### src/inc/pcrs_pkg.sv
// Constants shared by the clock and reset sequencer design files.
// Assumes a single 10 MHz system clock domain.
package pcrs_pkg;

	// ----------------------------------------
	// Timing
	// ----------------------------------------
	localparam int REF_CLK_MHZ = 10;
	localparam int RST_HOLD_CYCLES = 1024;
	localparam int RST_HOLD_REF_CYCLES = 512;
	localparam int RST_MIN_PULSE_NS = 10;
	localparam int RST_MIN_PULSE_CYC = (RST_MIN_PULSE_NS * REF_CLK_MHZ + 999) / 1000 < 1 ? 1 :
		(RST_MIN_PULSE_NS * REF_CLK_MHZ + 999) / 1000;
	localparam int LOCK_EDGES = 4;
	localparam int PHASE_W = 2;

	// ----------------------------------------
	// Reset values
	// ----------------------------------------
	localparam logic [1:0] PHASE_RST = 2'h0;
	localparam logic RST_OE_N_RST = 1'b0;

	typedef enum logic [3:0] {
		PCRS_ACQUIRE = 4'h1,
		PCRS_HOLD = 4'h2,
		PCRS_COUNT = 4'h4,
		PCRS_RUN = 4'h8
	} pcrs_state_t;

endpackage

### src/inc/pcrs_clk_if.sv
// Carries the main-rise strobe, half clock and lock flag between the clock generator and the sequencer.
// Assumes both ends share ref_clk_i.
`timescale 1ns/10ps
`default_nettype none
interface pcrs_clk_if;
	logic main_rise;
	logic half_clk;
	logic locked;
	modport gen (output main_rise, output half_clk, output locked);
	modport seq (input main_rise, input half_clk, input locked);
endinterface
`default_nettype wire

### src/verilog/pcrs_seq.sv
// Contract
// RQ1 - Double-rate output runs exactly twice the main clock frequency.
// RQ2 - Inverted output is the main clock shifted half a period.
// RQ3 - Half-rate clock toggles each main period, used as loop feedback.
// RQ4 - Main clocks fixed at twice the reference frequency.
// RQ5 - Loop enable high locks; low gives static test mode, any frequency.
// RQ6 - Source keeps reference between minimum and quarter of double-rate maximum.
// RQ7 - Request high at power-up holds reset output low until lock.
// RQ8 - After power-up lock, wait 1024 main cycles then release.
// RQ9 - Request low at power-up keeps reset output low while low.
// RQ10 - Request rising after startup low releases 1024 main cycles later.
// RQ11 - Locked low request pulse drives output low for 1024 main cycles.
// RQ12 - Clocks keep running and locked while reset output is low.
// RQ13 - Reset output open drain: only pulls low or floats.
// RQ14 - Counter counts main rises, restarts on new request or lost lock.
//
// Top of the clock driver digital side with processor reset sequencer.
// Assumes ref_clk_i is a 10 MHz system clock; pins are asynchronous.
`timescale 1ns/10ps
`default_nettype none
module pcrs_seq #(
	parameter int HOLD_CYCLES = pcrs_pkg::RST_HOLD_CYCLES
) (
	// Clock, reset, enable
	input wire logic ref_clk_i,
	input wire logic rst_i,
	input wire logic ce_i,
	// Board pins
	input wire logic sync_ref_i,
	input wire logic rst_req_i,
	input wire logic loop_en_i,
	// Clock outputs
	output logic [2:0] main_clock_outs_o,
	output logic inverted_clock_out_o,
	output logic double_rate_clock_out_o,
	output logic half_rate_clock_o,
	// Reset/lock open drain
	output logic rst_lock_o,
	output logic rst_lock_oe_n_o
);
	logic sync_m_ff;
	logic sync_s_ff;
	logic sync_d_ff;
	logic req_m_ff;
	logic req_s_ff;
	logic en_m_ff;
	logic en_s_ff;
	logic [pcrs_pkg::PHASE_W-1:0] phase;
	logic [2:0] main_ff;
	logic inv_ff;
	logic dbl_ff;
	logic half_out_ff;
	logic oe_n_ff;
	logic [10:0] cnt_ff;
	pcrs_pkg::pcrs_state_t state_ff;
	pcrs_pkg::pcrs_state_t nxt_state;
	pcrs_clk_if clk_bus ();

	// ----------------------------------------
	// Pin synchronisers
	// ----------------------------------------
	always_ff @(posedge ref_clk_i or posedge rst_i) begin
		if (rst_i) begin
			sync_m_ff <= 1'b0;
			sync_s_ff <= 1'b0;
			sync_d_ff <= 1'b0;
			req_m_ff <= 1'b0;
			req_s_ff <= 1'b0;
			en_m_ff <= 1'b0;
			en_s_ff <= 1'b0;
		end else if (ce_i) begin
			sync_m_ff <= sync_ref_i;
			sync_s_ff <= sync_m_ff;
			sync_d_ff <= sync_s_ff;
			req_m_ff <= rst_req_i;
			req_s_ff <= req_m_ff;
			en_m_ff <= loop_en_i;
			en_s_ff <= en_m_ff;
		end
	end

	pcrs_clkgen u_clkgen (
		.ref_clk_i(ref_clk_i),
		.rst_i(rst_i),
		.ce_i(ce_i),
		.ref_rise_i(sync_s_ff && !sync_d_ff),
		.loop_en_i(en_s_ff),
		.phase_o(phase),
		.clk_bus(clk_bus.gen)
	);

	// ----------------------------------------
	// Clock outputs
	// ----------------------------------------
	// Outputs keep running in every reset state; test mode makes them follow the reference
	always_ff @(posedge ref_clk_i or posedge rst_i) begin
		if (rst_i) begin
			main_ff <= 3'h0;
			inv_ff <= 1'b1;
			dbl_ff <= 1'b0;
			half_out_ff <= 1'b0;
		end else if (ce_i) begin
			if (!en_s_ff) begin
				// Static test mode: outputs follow the reference directly
				main_ff <= {3{sync_s_ff}}; // RQ5
				inv_ff <= ~sync_s_ff;
				dbl_ff <= sync_s_ff;
				half_out_ff <= sync_s_ff;
			end else begin
				main_ff <= {3{phase[1]}}; // RQ12
				inv_ff <= ~phase[1]; // RQ2
				dbl_ff <= phase[0]; // RQ1
				half_out_ff <= clk_bus.half_clk; // RQ3
			end
		end
	end

	// ----------------------------------------
	// Reset sequencer
	// ----------------------------------------
	always_comb begin
		nxt_state = state_ff;
		case (state_ff)
			pcrs_pkg::PCRS_ACQUIRE: begin
				if (!req_s_ff) begin
					nxt_state = pcrs_pkg::PCRS_HOLD; // RQ9
				end else if (clk_bus.locked) begin
					nxt_state = pcrs_pkg::PCRS_COUNT; // RQ7
				end
			end
			pcrs_pkg::PCRS_HOLD: begin
				if (req_s_ff) begin
					nxt_state = pcrs_pkg::PCRS_COUNT; // RQ10
				end
			end
			pcrs_pkg::PCRS_COUNT: begin
				if (!req_s_ff) begin
					nxt_state = pcrs_pkg::PCRS_HOLD; // RQ14
				end else if (!clk_bus.locked) begin
					nxt_state = pcrs_pkg::PCRS_ACQUIRE; // RQ14
				end else if (clk_bus.main_rise && cnt_ff == 11'(HOLD_CYCLES - 1)) begin
					nxt_state = pcrs_pkg::PCRS_RUN; // RQ8
				end
			end
			pcrs_pkg::PCRS_RUN: begin
				if (!req_s_ff) begin
					nxt_state = pcrs_pkg::PCRS_HOLD; // RQ11
				end else if (!clk_bus.locked) begin
					nxt_state = pcrs_pkg::PCRS_ACQUIRE;
				end
			end
			default: begin
				nxt_state = pcrs_pkg::PCRS_ACQUIRE;
			end
		endcase
	end

	always_ff @(posedge ref_clk_i or posedge rst_i) begin
		if (rst_i) begin
			state_ff <= pcrs_pkg::PCRS_ACQUIRE;
		end else if (ce_i) begin
			state_ff <= nxt_state;
		end
	end

	// Count main-clock rises only while counting; any exit restarts from zero
	always_ff @(posedge ref_clk_i or posedge rst_i) begin
		if (rst_i) begin
			cnt_ff <= 11'h000;
		end else if (ce_i) begin
			if (state_ff != pcrs_pkg::PCRS_COUNT || nxt_state != pcrs_pkg::PCRS_COUNT) begin
				cnt_ff <= 11'h000; // RQ14
			end else if (clk_bus.main_rise) begin
				cnt_ff <= cnt_ff + 11'h001; // RQ11
			end
		end
	end

	// Pin is only ever pulled low or released; pull-up gives the high level
	always_ff @(posedge ref_clk_i or posedge rst_i) begin
		if (rst_i) begin
			oe_n_ff <= pcrs_pkg::RST_OE_N_RST;
		end else if (ce_i) begin
			oe_n_ff <= nxt_state == pcrs_pkg::PCRS_RUN; // RQ13
		end
	end

	assign main_clock_outs_o = main_ff;
	assign inverted_clock_out_o = inv_ff;
	assign double_rate_clock_out_o = dbl_ff;
	assign half_rate_clock_o = half_out_ff;
	assign rst_lock_o = 1'b0;
	assign rst_lock_oe_n_o = oe_n_ff;
endmodule
`default_nettype wire

### src/verilog/pcrs_clkgen.sv
// Digital model of the loop: derives the phase that pcrs_seq decodes into the main, inverted and double clocks, and the half clock.
// Assumes the reference period is two main periods, eight system clocks.
`timescale 1ns/10ps
`default_nettype none
module pcrs_clkgen (
	// Clock and reset
	input wire logic ref_clk_i,
	input wire logic rst_i,
	input wire logic ce_i,
	// Control
	input wire logic ref_rise_i,
	input wire logic loop_en_i,
	// Derived clocks
	output logic [pcrs_pkg::PHASE_W-1:0] phase_o,
	pcrs_clk_if.gen clk_bus
);
	logic [pcrs_pkg::PHASE_W-1:0] phase_ff;
	logic half_ff;
	logic [2:0] lock_cnt_ff;

	// ----------------------------------------
	// Phase counter: one reference period is two main periods
	// ----------------------------------------
	always_ff @(posedge ref_clk_i or posedge rst_i) begin
		if (rst_i) begin
			phase_ff <= pcrs_pkg::PHASE_RST;
		end else if (ce_i) begin
			if (ref_rise_i) begin
				phase_ff <= 2'h1; // RQ4
			end else begin
				phase_ff <= phase_ff + 2'h1;
			end
		end
	end

	// Half-rate clock toggles once per main period and is the loop feedback;
	// a reference rise pulls its rising edge into line
	always_ff @(posedge ref_clk_i or posedge rst_i) begin
		if (rst_i) begin
			half_ff <= 1'b0;
		end else if (ce_i) begin
			if (ref_rise_i) begin
				half_ff <= 1'b1; // RQ3
			end else if (phase_ff == 2'h3) begin
				half_ff <= ~half_ff; // RQ3
			end
		end
	end

	// Lock: a run of reference rises that find the feedback at its wrap point.
	// A reference whose period is not a whole multiple of two main periods keeps the count at zero.
	always_ff @(posedge ref_clk_i or posedge rst_i) begin
		if (rst_i) begin
			lock_cnt_ff <= 3'h0;
		end else if (ce_i) begin
			if (!loop_en_i) begin
				lock_cnt_ff <= 3'h0; // RQ5
			end else if (ref_rise_i && phase_ff == 2'h0 && half_ff) begin
				if (lock_cnt_ff != 3'(pcrs_pkg::LOCK_EDGES)) begin
					lock_cnt_ff <= lock_cnt_ff + 3'h1; // RQ4
				end
			end else if (ref_rise_i) begin
				lock_cnt_ff <= 3'h0; // RQ4
			end
		end
	end

	assign phase_o = phase_ff;
	assign clk_bus.main_rise = ce_i && phase_ff == 2'h3;
	assign clk_bus.half_clk = half_ff;
	assign clk_bus.locked = lock_cnt_ff == 3'(pcrs_pkg::LOCK_EDGES);
endmodule
`default_nettype wire

### config.mk
export PLATFORM = sky130hd
export DESIGN_NAME = pcrs_seq
export DESIGN_NICKNAME = d
export VERILOG_FILES = /design/src/inc/pcrs_pkg.sv /design/src/inc/pcrs_clk_if.sv /design/src/verilog/pcrs_seq.sv /design/src/verilog/pcrs_clkgen.sv
export SDC_FILE = /design/constraint.sdc
export NUM_CORES = 1
export LEC_CHECK = 0
export BUFFER_PORTS_ARGS = -buffer_cell sky130_fd_sc_hd__buf_2
export CAP_MARGIN = 20
export CORE_UTILIZATION = 50
export DETAILED_ROUTE_END_ITERATION = 8
export GPL_TIMING_DRIVEN = 0
export PLACE_DENSITY_LB_ADDON = 0.25
export SLEW_MARGIN = 20
export SYNTH_ARGS = -nofsm -noshare
export SYNTH_HDL_FRONTEND = slang
export SYNTH_SLANG_ARGS = --single-unit
### constraint.sdc
create_clock -name ref_clk_i -period 2.4 [get_ports ref_clk_i]
set_clock_uncertainty 0.2 [all_clocks]
set_input_delay 0.24 -clock ref_clk_i [delete_from_list [all_inputs] [get_ports ref_clk_i]]
set_output_delay 0.24 -clock ref_clk_i [all_outputs]
set_load 0.05 [all_outputs]
==> flow_summary_export.csv, run 1 <==
group,metric,value,unit
sta,worst_pin_slew,661,ps
sta,rsz0062_at_grt,"true",
synthesis,avgSynthCellArea,9.78,um^2
critical_path,reg2regPathDepth,7,
sta,tns,0,ps
synthesis,ys_types,49,
route,routedWlPerCell,14.3,um
critical_path,arrival,2460,ps
placement,dp_cells,245,
power,p_switching,527,uW
floorplan,die_w,62.5,um
floorplan,fp.dieH,62.5,um
worst_hold_path,whs_path_depth,3,
run,maxCapViolations,0,
route,drt_iter0_drc,152,
worst_hold_path,hold_path.class,"primary input to register",
clocking,clock-sinks,33,
sta,max_freq,420,MHz
synthesis,synthCells,187,
synthesis,async_flop_share,100,%
critical_path,critPathKind,"register to register",
synthesis,ys_ff_latch,33,
clocking,cts_tree,"built",
grt,first_global_vias,1470,
floorplan,ios,14,
floorplan,core-area,3420,um^2
placement,finalWeightedCongestion,0.817,
grt,grt_pass1_wl,6.58,mm
synthesis,synth_top_area_share,42.4,%
critical_path,required,2490,ps
clocking,ctsHtreeMaxLevel,2,
status,status,"finished clean",
critical_path,crit_path_max_fanout,9,
sta,period_minus_slack,2380,ps
synthesis,yosys.area.top_type,"dfrtp_1",
floorplan,die_area,3900,um^2
floorplan,rows,21,
power,ir_drop,0.471,mV
grt,grt-ovfl-total,0,
power,p_int,909,uW
placement,io_buffers,12,
route,drtPass1Iterations,4,
grt,antenna_found_initial,0,
route,post-route-drc-count,0,
clocking,clkLatencyLatePin,350,ps
sta,finalCritPeriodShare,99.1,%
critical_path,cp-start-kind,"register",
floorplan,start_util,53.5,%
cells_and_area,diodes,0,
synthesis,synth_ff_type,"dfrtp_1",
synthesis,yosysMostFrequentCell,"dfrtp_1",
synthesis,syn-num-nets,198,
synthesis,yosys_warnings,0,
placement,dp.final_hpwl,2.57,mm
cells_and_area,drive_gt1_share,25.5,%
clocking,cts_buffer_depth,2,
synthesis,synth_area_leaders,"dfrtp_1 42%, mux2_2 5.5%, a21oi_1 3.6%",
clocking,numCtsBuffers,5,
cells_and_area,area_growth,16.0,%
route,drt_wl_total,3.74,mm
synthesis,synthTopCellsByCount,"31 x dfrtp_1, 15 x nand2_1, 13 x a21oi_1",
sta,finalMaxSlewViolations,0,
synthesis,syn_area,1830,um^2
power,p_total,1.44,mW
route,via_per_inst,5.81,
sta,hold_violations,0,
grt,grt_usage,21.4,%
synthesis,synth_edf_count,0,
clocking,clk_pin_slew,100,ps
power,pwr-share-comb,30.6,%
power,clkPwrFrac,21.5,%
clocking,clock-root-buffer,"clkbuf_4",
power,power_per_cell_area,677,nW/um^2
sta,setup_viol,0,
route,vias,1521,
critical_path,cp-end-kind,"register",
sta,relSlewSlack,55.9,%
power,leakage,0.930,nW
cells_and_area,fin_cells,262,
power,p_sw_share,36.7,%
cells_and_area,fin_nets,226,
synthesis,seq_area_frac_synth,45.3,%
power,seqPwrFrac,48.0,%
route,ant_nets,0,
grt,grt_max_degree,34,
kinds of logic after synthesis:
kind of cell,Yosys count,share of synthesized area [%]
compound gates,46,16.6
fa+ha+maj,5,3.42
buf+inv,25,6.71
flops,33,45.3
mux,11,6.64
other cells,1,0.205
simple gates,66,21.1
area by class of cell:
type,instances,area (um^2)
buffer,14,87.6
fill,305,1290
timing repair buffer,22,145
clock buffer,5,37.5
multi-input combinational,129,910
inverter,10,37.5
sequential,33,828
tap,46,57.6
clock inverter,3,17.5
stage by stage:
step | cell area, um^2 | util [%] | hold WS (ps) | setup slack, ps
final | 2120 | 62.1 | 51.4 | 21.7
after global placement | 1950 | 57.0 | 267 | -0.435
after CTS | 2070 | 60.7 | 36.5 | -23.6
after detailed placement | 1950 | 57.0 | 183 | -75.2
after floorplan | 1830 | - | 167 | 154
after global routing | 2120 | 62.1 | 67.4 | -22.7
power groups by stage:
stage | Combinational [mW] | Clock, mW | Sequential [mW]
2_1_floorplan | 0.287 | 0 | 0.748
3_3_place_gp | 0.415 | 0 | 0.695
3_5_place_dp | 0.427 | 0 | 0.700
4_1_cts | 0.437 | 0.320 | 0.688
5_1_grt | 0.486 | 0.336 | 0.698
6_report | 0.439 | 0.308 | 0.689
metal layers:
metal	track usage [%]	routed length [um]
met1	26.8	1710
met4	9.59	57
met2	35.1	1810
met5	0	0
met3	4.93	154
worst paths after layout:
path / from / end / slack (ps)
hold reg to reg: inverted_clock_out_o / inverted_clock_out_o / 300
min in group asynchronous: rst_i / cnt_ff[8] / 320
max in group asynchronous: rst_i / state_ff[3] / 1250
setup reg to reg: u_clkgen.lock_cnt_ff[1] / cnt_ff[8] / 20
hold / removal: ce_i / state_ff[1] / 50
setup / recovery: u_clkgen.lock_cnt_ff[1] / cnt_ff[8] / 20
critical path, cell delays in order, from the launching register on:
cell,delay (ps)
dfrtp_1,420
inv_2,90
ha_4,140
nand4b_1,160
or4b_4,550
buf_6,150
or4_4,480
a21oi_2,120
cells in the final DEF (no fill, tap or decap), types with 3 or more instances in the layout:
cell           netlist  layout
a21oi_1             13      12
buf_2                2      13
buf_4                5      11
clkbuf_1             5       4
clkbuf_4             0       5
dfrtp_1             31      31
dlygate4sd3_1        0       4
ha_1                 5       4
inv_1               10       7
inv_2                0       3
mux2_2               9       9
nand2_1             15      15
nand3_1              4       4
nand4_1              3       3
nor2_1               9       9
nor2b_1              4       4
nor3_1               8       8
nor3b_1              3       3
nor4_1               5       5
o21a_1               3       3
o21ai_0             10      10
o31ai_1              3       3
timing repair:
item / in CTS / in global routing
hold endpoints to repair: 34 / 0
buffers inserted: 2 / 4
endpoints found under the setup margin: 5 / 7
pin swaps: 0 / 3
hold buffers: 4 / 0
resized for setup: 4 / 6
sequential cells by signal, summed over array words and instances (netlist names):
name	cells
double_rate_clock_out_o	1
req_s_ff	1
en_m_ff	1
en_s_ff	1
main_clock_outs_o	1
u_clkgen.phase_o	2
u_clkgen.lock_cnt_ff	3
sync_m_ff	1
state_ff	4
req_m_ff	1
sync_d_ff	1
cnt_ff	11
u_clkgen.clk_bus.half_clk	1
half_rate_clock_o	1
inverted_clock_out_o	1
sync_s_ff	1
rst_lock_oe_n_o	1
No activity file was read; power rests on OpenSTA's default activity.
==> run 2, diff against run 1 <==
--- a/config.mk
+++ b/config.mk
@@ -7,10 +7,12 @@
 export LEC_CHECK = 0
 export BUFFER_PORTS_ARGS = -buffer_cell sky130_fd_sc_hd__buf_2
 export CAP_MARGIN = 20
+export CORE_MARGIN = 2
 export CORE_UTILIZATION = 50
 export DETAILED_ROUTE_END_ITERATION = 8
 export GPL_TIMING_DRIVEN = 0
 export PLACE_DENSITY_LB_ADDON = 0.25
+export RECOVER_POWER = 100
 export SLEW_MARGIN = 20
 export SYNTH_ARGS = -nofsm -noshare
 export SYNTH_HDL_FRONTEND = slang
==> run 2 against run 1 <==
Effect of this change:
- sequential share of layout area shrank 1.2 points
- final area up 3.2%
- count of clock-buffer cells in the layout increased by 2
- worst setup slack better by 4.9 ps
==> flow_summary_export.csv, run 2 (synthesized netlist as in run 1, its figures left out) <==
group,metric,value,unit
route,routedWlPerCell,15.6,um
sta,setup_viol,0,
floorplan,start_util,53.5,%
worst_hold_path,hold_path.class,"primary input to register",
power,leakage,0.950,nW
grt,first_global_vias,1545,
cells_and_area,regMostFlops,"cnt_ff",
power,p_total,1.57,mW
clocking,clk_pin_slew,110,ps
sta,relSlewSlack,16.6,%
critical_path,reg2reg_slack,30,ps
placement,dp_cells,245,
cells_and_area,fill_cells,311,
route,drtPass1Iterations,4,
floorplan,core-area,3420,um^2
grt,antenna_found_initial,0,
grt,grt_max_degree,34,
sta,period_minus_slack,2370,ps
placement,dp.final_hpwl,2.71,mm
power,power_per_cell_area,718,nW/um^2
cells_and_area,final_cell_mix,"31 x dfrtp_1, 17 x buf_4, 16 x clkbuf_1",
grt,grt_pass1_wl,7.05,mm
floorplan,die_area,4160,um^2
cells_and_area,largest_reg_flops,11,
route,via_per_inst,6.02,
cells_and_area,fin_cells,269,
sta,finalMaxSlewViolations,0,
clocking,cts_tree,"built",
grt,grt-ovfl-total,0,
status,status,"finished clean",
cells_and_area,area_growth,19.8,%
critical_path,cp-start-kind,"register",
grt,grt_usage,21.8,%
cells_and_area,drive_gt1_share,22.9,%
cells_and_area,fin_nets,233,
clocking,clkLatencyLatePin,340,ps
route,vias,1620,
sta,worst_pin_slew,1250,ps
critical_path,cp-end-kind,"register",
sta,fin_ws,26.6,ps
floorplan,ios,14,
sta,finalCritPeriodShare,98.9,%
route,ant_nets,0,
sta,max_freq,421,MHz
critical_path,arrival,2450,ps
cells_and_area,diodes,0,
route,drt_iter0_drc,172,
clocking,cts_buffer_depth,2,
route,drt_wl_total,4.21,mm
sta,hold_violations,0,
clocking,numCtsBuffers,5,
cells_and_area,layout_commonest_cell,"dfrtp_1",
sta,whs,110,ps
placement,place_ws,-119,ps
floorplan,die_w,64.5,um
placement,io_buffers,12,
critical_path,critPathKind,"register to register",
floorplan,rows,21,
clocking,clock-sinks,33,
route,post-route-drc-count,0,
critical_path,crit_path_max_fanout,6,
placement,finalWeightedCongestion,0.795,
floorplan,fp.dieH,64.5,um
run,maxCapViolations,0,
clocking,ctsHtreeMaxLevel,2,
critical_path,required,2480,ps
power,ir_drop,0.538,mV
cells_and_area,top_regs,"cnt_ff: 11 flops, state_ff: 4 flops, u_clkgen.lock_cnt_ff: 3 flops",
clocking,clock-root-buffer,"clkbuf_4",
==> run 2: changes by cell type in the layout (fill, tap and decap cells not counted), sizes merged <==
cell      delta
buf          -4
clkinv       -2
clkinvlp     -1
clkbuf      +13
bufinv       +1
==> run 2: area by class of cell <==
type                    instances  area (um^2)  area share (%)
repair buffers                 28          180            8.23
clock inverters                 1         30.0            1.37
clock buffers                   7         55.1            2.51
multi-input cells             129          910            41.5
inverters                      10         37.5            1.71
well taps                      46         57.6            2.63
flip-flops and latches         33          828            37.8
plain buffers                  15         91.3            4.17
==> run 2: layer usage <==
layer,share of wire (%),up-vias,global-route usage [%]
li1,-,751,-
met1,44,798,28.2
met2,49,64,36.3
met3,5.4,7,5.03
met4,1.6,0,7.45
met5,0,-,0
==> run 2: power breakdown <==
part	switching, mW	internal (mW)
logic	0.286	0.159
registers	0.0576	0.634
clock network	0.188	0.249
total	0.531	1.04
==> run 2: final timing paths <==
check / startpoint / end / cells after the start
min in group asynchronous: rst_i / cnt_ff[8] / 3
worst max register to register: u_clkgen.lock_cnt_ff[1] / cnt_ff[8] / 7
worst min register to register: inverted_clock_out_o / inverted_clock_out_o / 2
worst max-delay path: u_clkgen.lock_cnt_ff[1] / cnt_ff[8] / 7
worst min-delay path: ce_i / rst_lock_oe_n_o / 3
max in group asynchronous: rst_i / cnt_ff[9] / 3
==> run 2: per-stage QoR <==
step / setup TNS [ps] / utilization, % / instance area [um^2]
detailed placement: -178 / 57.0 / 1950
finish: 0 / 64.1 / 2190
global placement: -7.44 / 57.0 / 1950
floorplan: 0 / - / 1830
CTS: 0 / 61.4 / 2100
global route: -2.06 / 64.1 / 2190
==> run 2: critical path, stage by stage, from the launching register on <==
cell	delay, ps
dfrtp_1	400
inv_2	90
ha_4	130
nand4b_1	170
or4b_4	560
buf_6	150
or4_4	480
a21oi_2	140
==> run 2: repair_timing <==
| action | CTS | global route |
|---|---|---|
| buffers inserted | 3 | 9 |
| hold buffers | 4 | 0 |
| endpoints found under the hold margin | 34 | 0 |
| gates resized for setup | 3 | 8 |
| pin swaps | 0 | 4 |
| setup endpoints to repair | 3 | 11 |
==> run 3, diff against run 2 <==
--- a/config.mk
+++ b/config.mk
@@ -8,12 +8,11 @@
 export BUFFER_PORTS_ARGS = -buffer_cell sky130_fd_sc_hd__buf_2
 export CAP_MARGIN = 20
 export CORE_MARGIN = 2
-export CORE_UTILIZATION = 50
+export CORE_UTILIZATION = 53
 export DETAILED_ROUTE_END_ITERATION = 8
 export GPL_TIMING_DRIVEN = 0
 export PLACE_DENSITY_LB_ADDON = 0.25
 export RECOVER_POWER = 100
-export SLEW_MARGIN = 20
 export SYNTH_ARGS = -nofsm -noshare
 export SYNTH_HDL_FRONTEND = slang
 export SYNTH_SLANG_ARGS = --single-unit
==> run 3 against run 2 <==
Effect of this change:
- worst hold slack lost 31 ps
- routed wire length grew 2.9%
- sequential share of layout area shrank 0.34 points
- combinational power grew 0.9%
- count of clock-buffer cells in the layout is the same
- critical path depth is the same
- clock power grew 3%
- non-clock buffer count grew 2
- largest power group unchanged
- first-iteration DRC count shrank 25%
==> flow_summary_export.csv, run 3 (synthesized netlist as in run 1, its figures left out) <==
group,metric,value,unit
clocking,clk_pin_slew,110,ps
worst_hold_path,holdPathEnd,"rst_lock_oe_n_o",
floorplan,rows,21,
clocking,ctsHtreeMaxLevel,2,
cells_and_area,drive_gt1_share,24.0,%
sta,hold_violations,0,
clocking,cts_tree,"built",
sta,max_freq,426,MHz
cells_and_area,largest_reg_flops,11,
floorplan,start_util,54.8,%
grt,grt_max_degree,19,
worst_hold_path,hold_path.class,"primary input to register",
run,maxCapViolations,0,
clocking,clock-sinks,33,
status,status,"finished clean",
placement,dp.final_hpwl,2.81,mm
sta,finalCritPeriodShare,97.7,%
critical_path,worst_r2r_endpoint,"cnt_ff[8]",
worst_hold_path,whs_path_depth,3,
power,ir_drop,0.545,mV
floorplan,fp.dieH,62.7,um
floorplan,core-area,3340,um^2
sta,worst_pin_slew,971,ps
sta,rsz0062_at_grt,"true",
power,power_per_cell_area,718,nW/um^2
route,vias,1600,
critical_path,reg2regPathDepth,7,
power,p_total,1.59,mW
critical_path,arrival,2420,ps
clocking,clkLatencyLatePin,360,ps
route,drt_iter0_drc,129,
critical_path,rr_startpoint,"u_clkgen.lock_cnt_ff[1]",
cells_and_area,final_cell_mix,"31 x dfrtp_1, 19 x buf_4, 16 x clkbuf_1",
grt,grt_pass1_wl,6.96,mm
sta,fin_ws,54.3,ps
power,leakage,0.957,nW
critical_path,critPathKind,"register to register",
placement,io_buffers,12,
clocking,clock-root-buffer,"clkbuf_4",
critical_path,reg2reg_slack,50,ps
floorplan,die_w,62.7,um
cells_and_area,diodes,0,
route,routedWlPerCell,16.0,um
placement,dp_cells,246,
cells_and_area,fin_cells,271,
clocking,cts_buffer_depth,2,
route,drtPass1Iterations,5,
placement,finalWeightedCongestion,0.810,
cells_and_area,regMostFlops,"cnt_ff",
critical_path,cp-start-kind,"register",
placement,placedInstanceArea,1970,um^2
route,ant_nets,0,
grt,grt-ovfl-total,0,
grt,antenna_found_initial,0,
sta,finalMaxSlewViolations,0,
cells_and_area,fin_nets,235,
clocking,numCtsBuffers,5,
sta,relSlewSlack,35.3,%
cells_and_area,top_regs,"cnt_ff: 11 flops, state_ff: 4 flops, u_clkgen.lock_cnt_ff: 3 flops",
route,drt_wl_total,4.33,mm
floorplan,ios,14,
cells_and_area,layout_commonest_cell,"dfrtp_1",
cells_and_area,area_growth,20.9,%
worst_hold_path,hp-start,"ce_i",
grt,grt_usage,22.5,%
critical_path,cp-end-kind,"register",
critical_path,crit_path_max_fanout,6,
floorplan,die_area,3940,um^2
sta,whs,78.4,ps
sta,setup_viol,0,
critical_path,required,2470,ps
route,via_per_inst,5.90,
cells_and_area,design_area,2210,um^2
route,post-route-drc-count,0,
placement,place_ws,-128,ps
sta,period_minus_slack,2350,ps
grt,first_global_vias,1535,
-- run 3: changes by cell type in the layout (fill, tap and decap cells not counted) --
cell | before | now
buf_4 | 17 | 19
buf_2 | 5 | 4
clkbuf_2 | 0 | 1
nor3_1 | 8 | 7
nor3_2 | 0 | 1
-- run 3: how the worst max path moves through the flow --
stage | from | end | slack [ps]
floorplan | u_clkgen.lock_cnt_ff[0] | cnt_ff[8] | 150
global placement | u_clkgen.lock_cnt_ff[0] | cnt_ff[8] | -7
detailed placement | u_clkgen.lock_cnt_ff[0] | cnt_ff[8] | -130
CTS | u_clkgen.lock_cnt_ff[1] | cnt_ff[8] | 6
global route | u_clkgen.lock_cnt_ff[1] | cnt_ff[8] | -40
finish | u_clkgen.lock_cnt_ff[1] | cnt_ff[8] | 50
-- run 3: per-layer routing --
layer	up-vias	track usage [%]	wire, um	share of wire [%]
li1	749	-	-	-
met1	783	27.9	1830	42
met2	57	38.6	2220	51
met3	11	4.86	207	4.8
met4	0	8.33	74	1.7
met5	-	0	0	0
-- run 3: what timing repair did --
action                                  CTS  global route
endpoints found under the hold margin    17             0
setup buffers                             4            10
pin swaps                                 0             5
endpoints found under the setup margin    7             5
hold buffers                              4             0
gates resized for setup                   7             5
-- run 3: cell type report --
| cell class | instances | area [um^2] |
|---|---|---|
| multi-input cells | 129 | 915 |
| repair buffers | 31 | 199 |
| flip-flops and latches | 33 | 828 |
| clock buffers | 7 | 55.1 |
| plain buffers | 14 | 87.6 |
| inverters | 10 | 37.5 |
| well taps | 46 | 57.6 |
| fillers | 282 | 1130 |
| clock inverters | 1 | 30.0 |
-- run 3: metrics by stage --
stage	utilization, %	setup TNS [ps]
after floorplan	-	0
after global placement	58.3	-6.58
after detailed placement	59.1	-217
after CTS	64.5	0
after global routing	66.2	-144
final	66.2	0
-- run 3: worst max-delay path: stages (launching register included) --
cell and delay (ps):
dfrtp_1 420, inv_2 90, ha_4 140, nand4b_1 170
or4b_4 560, buf_6 150, or4_4 410, a21oi_2 130
-- run 3: where the power goes --
group / switching [mW] / internal (mW)
sequential: 0.0570 / 0.634
clock: 0.200 / 0.249
combinational: 0.289 / 0.159
